### config.mk
export PLATFORM = sky130hd
export DESIGN_NAME = bblp_top
export DESIGN_NICKNAME = d
export VERILOG_FILES = /design/src/include/bblp_pkg.sv /design/src/rtl/bblp_top.sv
export SDC_FILE = /design/constraint.sdc
export NUM_CORES = 1
export LEC_CHECK = 0
export ABC_AREA = 1
export BUFFER_PORTS_ARGS = -buffer_cell sky130_fd_sc_hd__buf_2
export CAP_MARGIN = 20
export CORE_MARGIN = 3
export CORE_UTILIZATION = 63
export CTS_BUF_LIST = sky130_fd_sc_hd__clkbuf_16
export DETAILED_ROUTE_END_ITERATION = 8
export PLACE_DENSITY_LB_ADDON = 0.08
export SYNTH_ARGS = -nofsm -noshare
export SYNTH_HDL_FRONTEND = slang
export SYNTH_SLANG_ARGS = --single-unit
### constraint.sdc
create_clock -name pclk -period 3.04 [get_ports pclk]
set_input_delay 0.304 -clock pclk [delete_from_list [all_inputs] [get_ports pclk]]
set_output_delay 0.304 -clock pclk [all_outputs]
set_load 0.02 [all_outputs]
### src/include/bblp_pkg.sv
/*
  Package for the sounder and backlight policy block: register map, field
  layout, reset values, encodings and timing constants.
  Assumes a 200 MHz APB clock and a 32-bit APB master.
*/
// How it works
// - Continuous request beats intermittent request
// - Full enable: command, screen attribute, error sound
// - Error-only: only errors and self-test sound
// - Off: silent for every request source but self-test
// - Self-test sounds regardless of policy
// - Store init sets sounder policy full
// - Touch or screen change wakes dimmed backlight
// - Value updates neither wake nor restart idle
// - Short timeout: dim after 10 minutes idle
// - Long timeout: dim after 1 hour idle
// - Timeout disabled: backlight stays on forever
// - Store init sets timeout to 10 minutes
// - Menu edits staged; commit writes, quit discards
// - Sounder selector cycles full, error-only, off
package bblp_pkg;
  localparam logic [7:0] ADDR_STORED = 8'h00;
  localparam logic [7:0] ADDR_STAGED = 8'h04;
  localparam logic [7:0] ADDR_CMD    = 8'h08;
  localparam logic [7:0] ADDR_REQ    = 8'h0c;
  localparam logic [7:0] ADDR_STATUS = 8'h10;
  localparam int SND_LSB  = 0;
  localparam int BKL_LSB  = 2;
  localparam int CMD_SND_SEL = 0;
  localparam int CMD_BKL_SEL = 1;
  localparam int CMD_COMMIT  = 2;
  localparam int CMD_QUIT    = 3;
  localparam int CMD_INIT    = 4;
  localparam int REQ_CONT    = 0;
  localparam int REQ_INTER   = 1;
  localparam int REQ_SCREEN  = 2;
  localparam int REQ_TEST    = 3;
  localparam int REQ_ERROR   = 4;
  typedef enum logic [1:0] {
    BBLP_SND_FULL = 2'h0,
    BBLP_SND_ERR  = 2'h1,
    BBLP_SND_OFF  = 2'h2
  } bblp_snd_t;
  typedef enum logic [1:0] {
    BBLP_BKL_SHORT = 2'h0,
    BBLP_BKL_LONG  = 2'h1,
    BBLP_BKL_NONE  = 2'h2
  } bblp_bkl_t;
  localparam bblp_snd_t SND_RESET = BBLP_SND_FULL;
  localparam bblp_bkl_t BKL_RESET = BBLP_BKL_SHORT;
  localparam longint CLK_HZ         = 200000000;
  localparam longint SHORT_MIN      = 10;
  localparam longint LONG_HOUR      = 1;
  localparam longint SHORT_CYCLES   = SHORT_MIN * 60 * CLK_HZ;
  localparam longint LONG_CYCLES    = LONG_HOUR * 3600 * CLK_HZ;
  localparam longint BEEP_HALF_MS   = 250;
  localparam longint BEEP_CYCLES    = BEEP_HALF_MS * CLK_HZ / 1000;
endpackage : bblp_pkg

### src/rtl/bblp_top.sv
/*
  Sounder and backlight policy block with an APB register slave.
  Assumes pulse inputs from same-clock logic, a touch level from a pin,
  and that the register file stands for the nonvolatile store.
*/
// The APB register port and the placing of the registers were chosen for this implementation.
module bblp_top #(
  parameter longint SHORT_TICKS = bblp_pkg::SHORT_CYCLES,
  parameter longint LONG_TICKS  = bblp_pkg::LONG_CYCLES,
  parameter longint BEEP_TICKS  = bblp_pkg::BEEP_CYCLES
) (
  input  wire  logic        pclk,
  input  wire  logic        presetn,
  input  wire  logic        clk_en,
  input  wire  logic        psel,
  input  wire  logic        penable,
  input  wire  logic        pwrite,
  input  wire  logic [7:0]  paddr,
  input  wire  logic [31:0] pwdata,
  output logic              pready,
  output logic [31:0]       prdata,
  output logic              pslverr,
  input  wire  logic        touch_pin,
  input  wire  logic        screen_change,
  input  wire  logic        value_update,
  output logic              sounder,
  output logic              backlight
);
  import bblp_pkg::*;

  // Counters are sized for the hour timeout; longer spans need wider ones
  if (SHORT_TICKS < 2 || LONG_TICKS < 2 || BEEP_TICKS < 1 ||
      SHORT_TICKS > 64'h0000_0100_0000_0000 ||
      LONG_TICKS > 64'h0000_0100_0000_0000 ||
      BEEP_TICKS > 64'h0000_0001_0000_0000) begin : g_bad_ticks
    $error("bblp_top: timing counts out of range");
  end

  bblp_snd_t   stored_snd;
  bblp_bkl_t   stored_bkl;
  bblp_snd_t   staged_snd;
  bblp_bkl_t   staged_bkl;
  logic [4:0]  req;
  logic [2:0]  touch_sync;
  logic        touch_level;
  logic        touch_prev;
  logic [39:0] idle_cnt;
  logic [31:0] beep_cnt;
  logic        beep_phase;
  logic        next_sounder;
  logic        wr;
  logic        rd;

  function automatic bblp_snd_t snd_step(input bblp_snd_t v);
    unique case (v)
      BBLP_SND_FULL: snd_step = BBLP_SND_ERR;
      BBLP_SND_ERR:  snd_step = BBLP_SND_OFF;
      default:       snd_step = BBLP_SND_FULL;
    endcase
  endfunction : snd_step

  function automatic bblp_bkl_t bkl_step(input bblp_bkl_t v);
    unique case (v)
      BBLP_BKL_SHORT: bkl_step = BBLP_BKL_LONG;
      BBLP_BKL_LONG:  bkl_step = BBLP_BKL_NONE;
      default:        bkl_step = BBLP_BKL_SHORT;
    endcase
  endfunction : bkl_step

  assign wr = psel && penable && pwrite && pready;
  assign rd = psel && penable && !pwrite && pready;

  // One wait state keeps read data registered
  always_ff @(posedge pclk or negedge presetn) begin
    if (!presetn) begin
      pready  <= 1'b0;
      pslverr <= 1'b0;
    end else if (clk_en) begin
      pready  <= psel && penable && !pready;
      pslverr <= psel && penable && !pready &&
                 !(paddr == ADDR_STORED || paddr == ADDR_STAGED ||
                   paddr == ADDR_CMD || paddr == ADDR_REQ ||
                   paddr == ADDR_STATUS);
    end
  end

  always_ff @(posedge pclk or negedge presetn) begin
    if (!presetn) begin
      prdata <= 32'h0;
    end else if (clk_en && psel && penable && !pwrite && !pready) begin
      unique case (paddr)
        ADDR_STORED: prdata <= {28'h0, stored_bkl, stored_snd};
        ADDR_STAGED: prdata <= {28'h0, staged_bkl, staged_snd};
        ADDR_REQ:    prdata <= {27'h0, req};
        ADDR_STATUS: prdata <= {30'h0, backlight, sounder};
        default:     prdata <= 32'h0;
      endcase
    end
  end

  // Staged copies let the menu be abandoned without touching the store
  always_ff @(posedge pclk or negedge presetn) begin
    if (!presetn) begin
      stored_snd <= SND_RESET;
      stored_bkl <= BKL_RESET;
      staged_snd <= SND_RESET;
      staged_bkl <= BKL_RESET;
    end else if (clk_en && wr && paddr == ADDR_CMD) begin
      if (pwdata[CMD_INIT]) begin
        stored_snd <= SND_RESET;
        stored_bkl <= BKL_RESET;
        staged_snd <= SND_RESET;
        staged_bkl <= BKL_RESET;
      end else if (pwdata[CMD_COMMIT]) begin
        stored_snd <= staged_snd;
        stored_bkl <= staged_bkl;
      end else if (pwdata[CMD_QUIT]) begin
        staged_snd <= stored_snd;
        staged_bkl <= stored_bkl;
      end else begin
        if (pwdata[CMD_SND_SEL])
          staged_snd <= snd_step(staged_snd);
        if (pwdata[CMD_BKL_SEL])
          staged_bkl <= bkl_step(staged_bkl);
      end
    end
  end

  always_ff @(posedge pclk or negedge presetn) begin
    if (!presetn) begin
      req <= 5'h0;
    end else if (clk_en && wr && paddr == ADDR_REQ) begin
      req <= pwdata[4:0];
    end
  end

  // Intermittent tone period is free-running, not tied to request start
  always_ff @(posedge pclk or negedge presetn) begin
    if (!presetn) begin
      beep_cnt   <= 32'h0;
      beep_phase <= 1'b0;
    end else if (clk_en) begin
      if (beep_cnt >= 32'(BEEP_TICKS - 1)) begin
        beep_cnt   <= 32'h0;
        beep_phase <= !beep_phase;
      end else begin
        beep_cnt <= beep_cnt + 32'h1;
      end
    end
  end

  always_comb begin
    logic host_on;
    host_on = req[REQ_CONT] || (req[REQ_INTER] && beep_phase);
    next_sounder = 1'b0;
    unique case (stored_snd)
      BBLP_SND_FULL: next_sounder = host_on || req[REQ_SCREEN] ||
                                    req[REQ_ERROR];
      BBLP_SND_ERR:  next_sounder = req[REQ_ERROR];
      default:       next_sounder = 1'b0;
    endcase
    if (req[REQ_TEST])
      next_sounder = 1'b1;
  end

  always_ff @(posedge pclk or negedge presetn) begin
    if (!presetn) begin
      sounder <= 1'b0;
    end else if (clk_en) begin
      sounder <= next_sounder;
    end
  end

  always_ff @(posedge pclk or negedge presetn) begin
    if (!presetn) begin
      touch_sync <= 3'h0;
      touch_level <= 1'b0;
      touch_prev <= 1'b0;
    end else if (clk_en) begin
      touch_sync <= {touch_sync[1:0], touch_pin};
      if (touch_sync[2] == touch_sync[1])
        touch_level <= touch_sync[2];
      touch_prev <= touch_level;
    end
  end

  // Value updates are deliberately not an input to the idle logic
  always_ff @(posedge pclk or negedge presetn) begin
    if (!presetn) begin
      idle_cnt  <= 40'h0;
      backlight <= 1'b1;
    end else if (clk_en) begin
      if ((touch_level && !touch_prev) || screen_change) begin
        idle_cnt  <= 40'h0;
        backlight <= 1'b1;
      end else if (stored_bkl == BBLP_BKL_NONE) begin
        idle_cnt  <= 40'h0;
        backlight <= 1'b1;
      end else if (stored_bkl == BBLP_BKL_SHORT &&
                   idle_cnt >= 40'(SHORT_TICKS - 1)) begin
        backlight <= 1'b0;
      end else if (stored_bkl == BBLP_BKL_LONG &&
                   idle_cnt >= 40'(LONG_TICKS - 1)) begin
        backlight <= 1'b0;
      end else begin
        idle_cnt <= idle_cnt + 40'h1;
      end
    end
  end
endmodule : bblp_top

==> reports/qor.yml <==
status:
  status: "finished clean"
placement:
  io_buffers: 29
  gp_congestion: 1.01
  pre_cts_ws_ns: 0.571
  post-dp-hpwl_um: 11300
die:
  die_w_um: 108
  die_h_um: 108
  die-area_um2: 11700
  io_pins: 85
  initial_utilization_pct: 65.8
  rows: 36
  core_um2: 9950
setup_path:
  crit_arrival_ns: 2.86
  worst_setup_path_end_kind: "flop"
  cp_max_fo: 40
  r2r_slack_ns: 0.47
  crit_path_start_kind: "flop"
  crit_required_ns: 3.33
  critical_path_class: "flop to flop"
yosys:
  ys_warn_count: 0
  postSynthCellCount: 946
  yosysUniqueCellTypes: 40
  synthArstFlopShare_pct: 100
  syn_avg_cell_area_um2: 6.92
  ys_ff_latch: 100
  yosysSeqAreaShare_pct: 38.2
  syn_area_um2: 6550
  synth_ff_type: "dfrtp_1"
  synth-edff-count: 0
routing:
  drc: 0
  wl_met3_um: 1310
  first_pass_iters: 5
  drt_iter0_drc: 599
  viasPerCell: 5.60
  wl_per_cell_um: 14.2
  met1_length_um: 7310
  top_layer: "met4"
  ant_nets: 0
  drt-total-wl_um: 15600
  wl_met2_um: 6830
  num_vias: 6146
clock_network:
  numCtsBuffers: 9
  post_cts_buffers: 0
  clk-insertion-delay-late_ns: 0.36
  cts_tree: "built"
  max-clock-path-buffers: 2
  cts_max_level: 3
  clock_sinks: 100
  cts.clk_slew.worst_paths_ns: 0.08
  root_buffer: "clkbuf_16"
timing:
  slew_violations: 0
  slew_headroom_pct: 51.5
  setup_ws_ns: 0.468
  hold_viol: 0
  finalCritPeriodShare_pct: 84.6
  skew_ns: 0.00846
  finalSetupViolCount: 0
  fin_setup_tns_ns: 0
  hold_ws_ns: 0.188
  worst_slew_pin_slew_ns: 0.727
  fin_crit_ns: 2.57
  rsz0062_at_grt: "false"
  timing.fmax_mhz: 389
worst_hold_path:
  holdCritPathClass: "input pin to flop"
final_layout:
  nNetsFinal: 1010
  fillers: 902
  layout.area.seq_um2: 2500
  multiInputGateArea_um2: 3360
  diodes: 0
  layout-drive-gt1-share_pct: 6.85
  syn2layout_area_growth_pct: 5.92
grt:
  antenna_found_initial: 0
  grt_max_degree: 68
  overflow: 0
  grt_pass1_wl_um: 26200
  grt_pass1_vias: 5605
  track_usage_pct: 28.1
power:
  p_leak_nw: 3.45
  peakVddDrop_v: 0.000389
  intPower_mw: 2.04
  pwr-share-clk_pct: 39.3
  swShare_pct: 29.2
  combPwrFrac_pct: 10.5
  p_sw_uw: 843
  p_seq_share_pct: 50.2
  power_per_cell_area_nw_per_um2: 416
run:
  maxCapViolCount: 0
==> critical path: stages, from the launching register on <==
cell     delay, ns
dfrtp_1       0.46
ha_1          0.33
nand2_1       0.14
nor2_2        0.21
nand3_2       0.13
nor2_1        0.11
nand2_1       0.06
nand2_1       0.09
nand2_1       0.07
nand2_2       0.08
nand2_4       0.15
nand2_4       0.38
nand3_1       0.14
nand2_1       0.10
==> cells in the final DEF (no fill, tap or decap), types with 7 or more instances in the layout <==
cell	instances
nand2_1	243
nor2_1	151
inv_1	106
dfrtp_1	99
nand3_1	76
nand4_1	58
xor2_1	33
o21ai_0	31
buf_2	28
conb_1	27
xnor2_1	15
nor3_1	12
a21oi_1	11
o22ai_1	10
clkbuf_16	9
nor2_2	7
==> cell families (layout without fill, tap and decap cells) <==
kind of cell,after synthesis,count (layout),share of synthesized area [%]
AOI/OAI and AO/OA,65,65,5.71
xor gates and xnor gates,48,48,6.42
adders and majority gates,2,2,0.382
buffers and inverters,169,161,12.0
DFF,100,100,38.2
other,1,27,0.0573
and+or+nand+nor,561,561,37.2
==> cells in the mapped netlist, types with 2 or more instances <==
library cell | number | area (µm²)
buf_2 | 12 | 60.1
ha_1 | 2 | 25.0
xor2_1 | 33 | 289
inv_1 | 106 | 398
inv_2 | 2 | 7.51
nor2_2 | 7 | 43.8
xnor2_1 | 15 | 131
a21oi_1 | 11 | 55.1
o21bai_1 | 2 | 15.0
clkbuf_1 | 12 | 45.0
buf_1 | 4 | 15.0
o21ai_0 | 31 | 155
o22ai_1 | 10 | 62.6
o211ai_1 | 3 | 22.5
nor2_1 | 151 | 567
nand3b_1 | 6 | 45.0
nand2_4 | 2 | 22.5
o32ai_1 | 2 | 17.5
dfrtp_1 | 99 | 2480
nand3_1 | 76 | 380
buf_4 | 28 | 210
nor3_1 | 12 | 60.1
buf_6 | 4 | 45.0
nand2_1 | 243 | 912
nand4_1 | 58 | 363
==> power groups by stage <==
| stage | clock, mW | combinational, mW | sequential [mW] |
|---|---|---|---|
| 4_1_cts | 1.16 | 0.302 | 1.45 |
| 6_report | 1.13 | 0.302 | 1.45 |
| 3_3_place_gp | 0 | 0.287 | 1.47 |
| 2_1_floorplan | 0 | 0.236 | 1.46 |
| 5_1_grt | 1.21 | 0.340 | 1.46 |
| 3_5_place_dp | 0 | 0.301 | 1.47 |
==> final cells by class <==
class                   count  share of cell area (%)
clock buffers               9                    3.25
clock inverters             7                   0.848
inverters                 109                    5.90
multi-input cells         703                    48.4
flip-flops and latches    100                    36.1
well taps                 133                    2.40
repair buffers             36                    3.10
==> routing by layer <==
metal | track usage [%] | up-vias
li1 | - | 3009
met1 | 41.8 | 2871
met2 | 41.7 | 248
met3 | 6.75 | 18
met4 | 6.85 | 0
met5 | 0 | -
==> sequential cells by signal, indices dropped and copies added, names as in the netlist <==
| register | flops |
|---|---|
| beep_phase | 1 |
| stored_snd | 2 |
| touch_prev | 1 |
| idle_cnt | 40 |
| sounder | 1 |
| staged_bkl | 2 |
| stored_bkl | 2 |
| beep_cnt | 32 |
| prdata | 5 |
| backlight | 1 |
| pslverr | 1 |
| touch_sync | 3 |
| touch_level | 1 |
| staged_snd | 2 |
| req | 5 |
| pready | 1 |
==> final timing paths <==
kind	startpoint	end	depth (start not counted)
min reg2reg	prdata[1]$_DFFE_PN0P_	prdata[1]$_DFFE_PN0P_	2
max in group asynchronous	presetn	backlight$_DFFE_PN1P_	3
min in group asynchronous	presetn	beep_cnt[16]$_DFFE_PN0P_	2
min	touch_pin	touch_sync[0]$_DFFE_PN0P_	3
max	idle_cnt[0]$_DFFE_PN0P_	idle_cnt[15]$_DFFE_PN0P_	13
max reg2reg	idle_cnt[0]$_DFFE_PN0P_	idle_cnt[15]$_DFFE_PN0P_	13
==> stage by stage <==
stage	area (µm²)	util (%)	total power [mW]	std cells
floorplan	6650	-	1.70	972
global placement	6640	66.7	1.76	1080
finish	6940	69.7	2.89	1097
CTS	6940	69.7	2.91	1097
detailed placement	6640	66.7	1.77	1080
global route	6940	69.7	3.00	1097
==> timing repair <==
| item | in CTS | in global routing |
|---|---|---|
| hold endpoints to repair | 40 | 0 |
| setup endpoints to repair | 0 | 0 |
| resized for setup | 0 | 0 |
| hold buffers | 1 | 0 |
(Power assumes the default switching activity.)
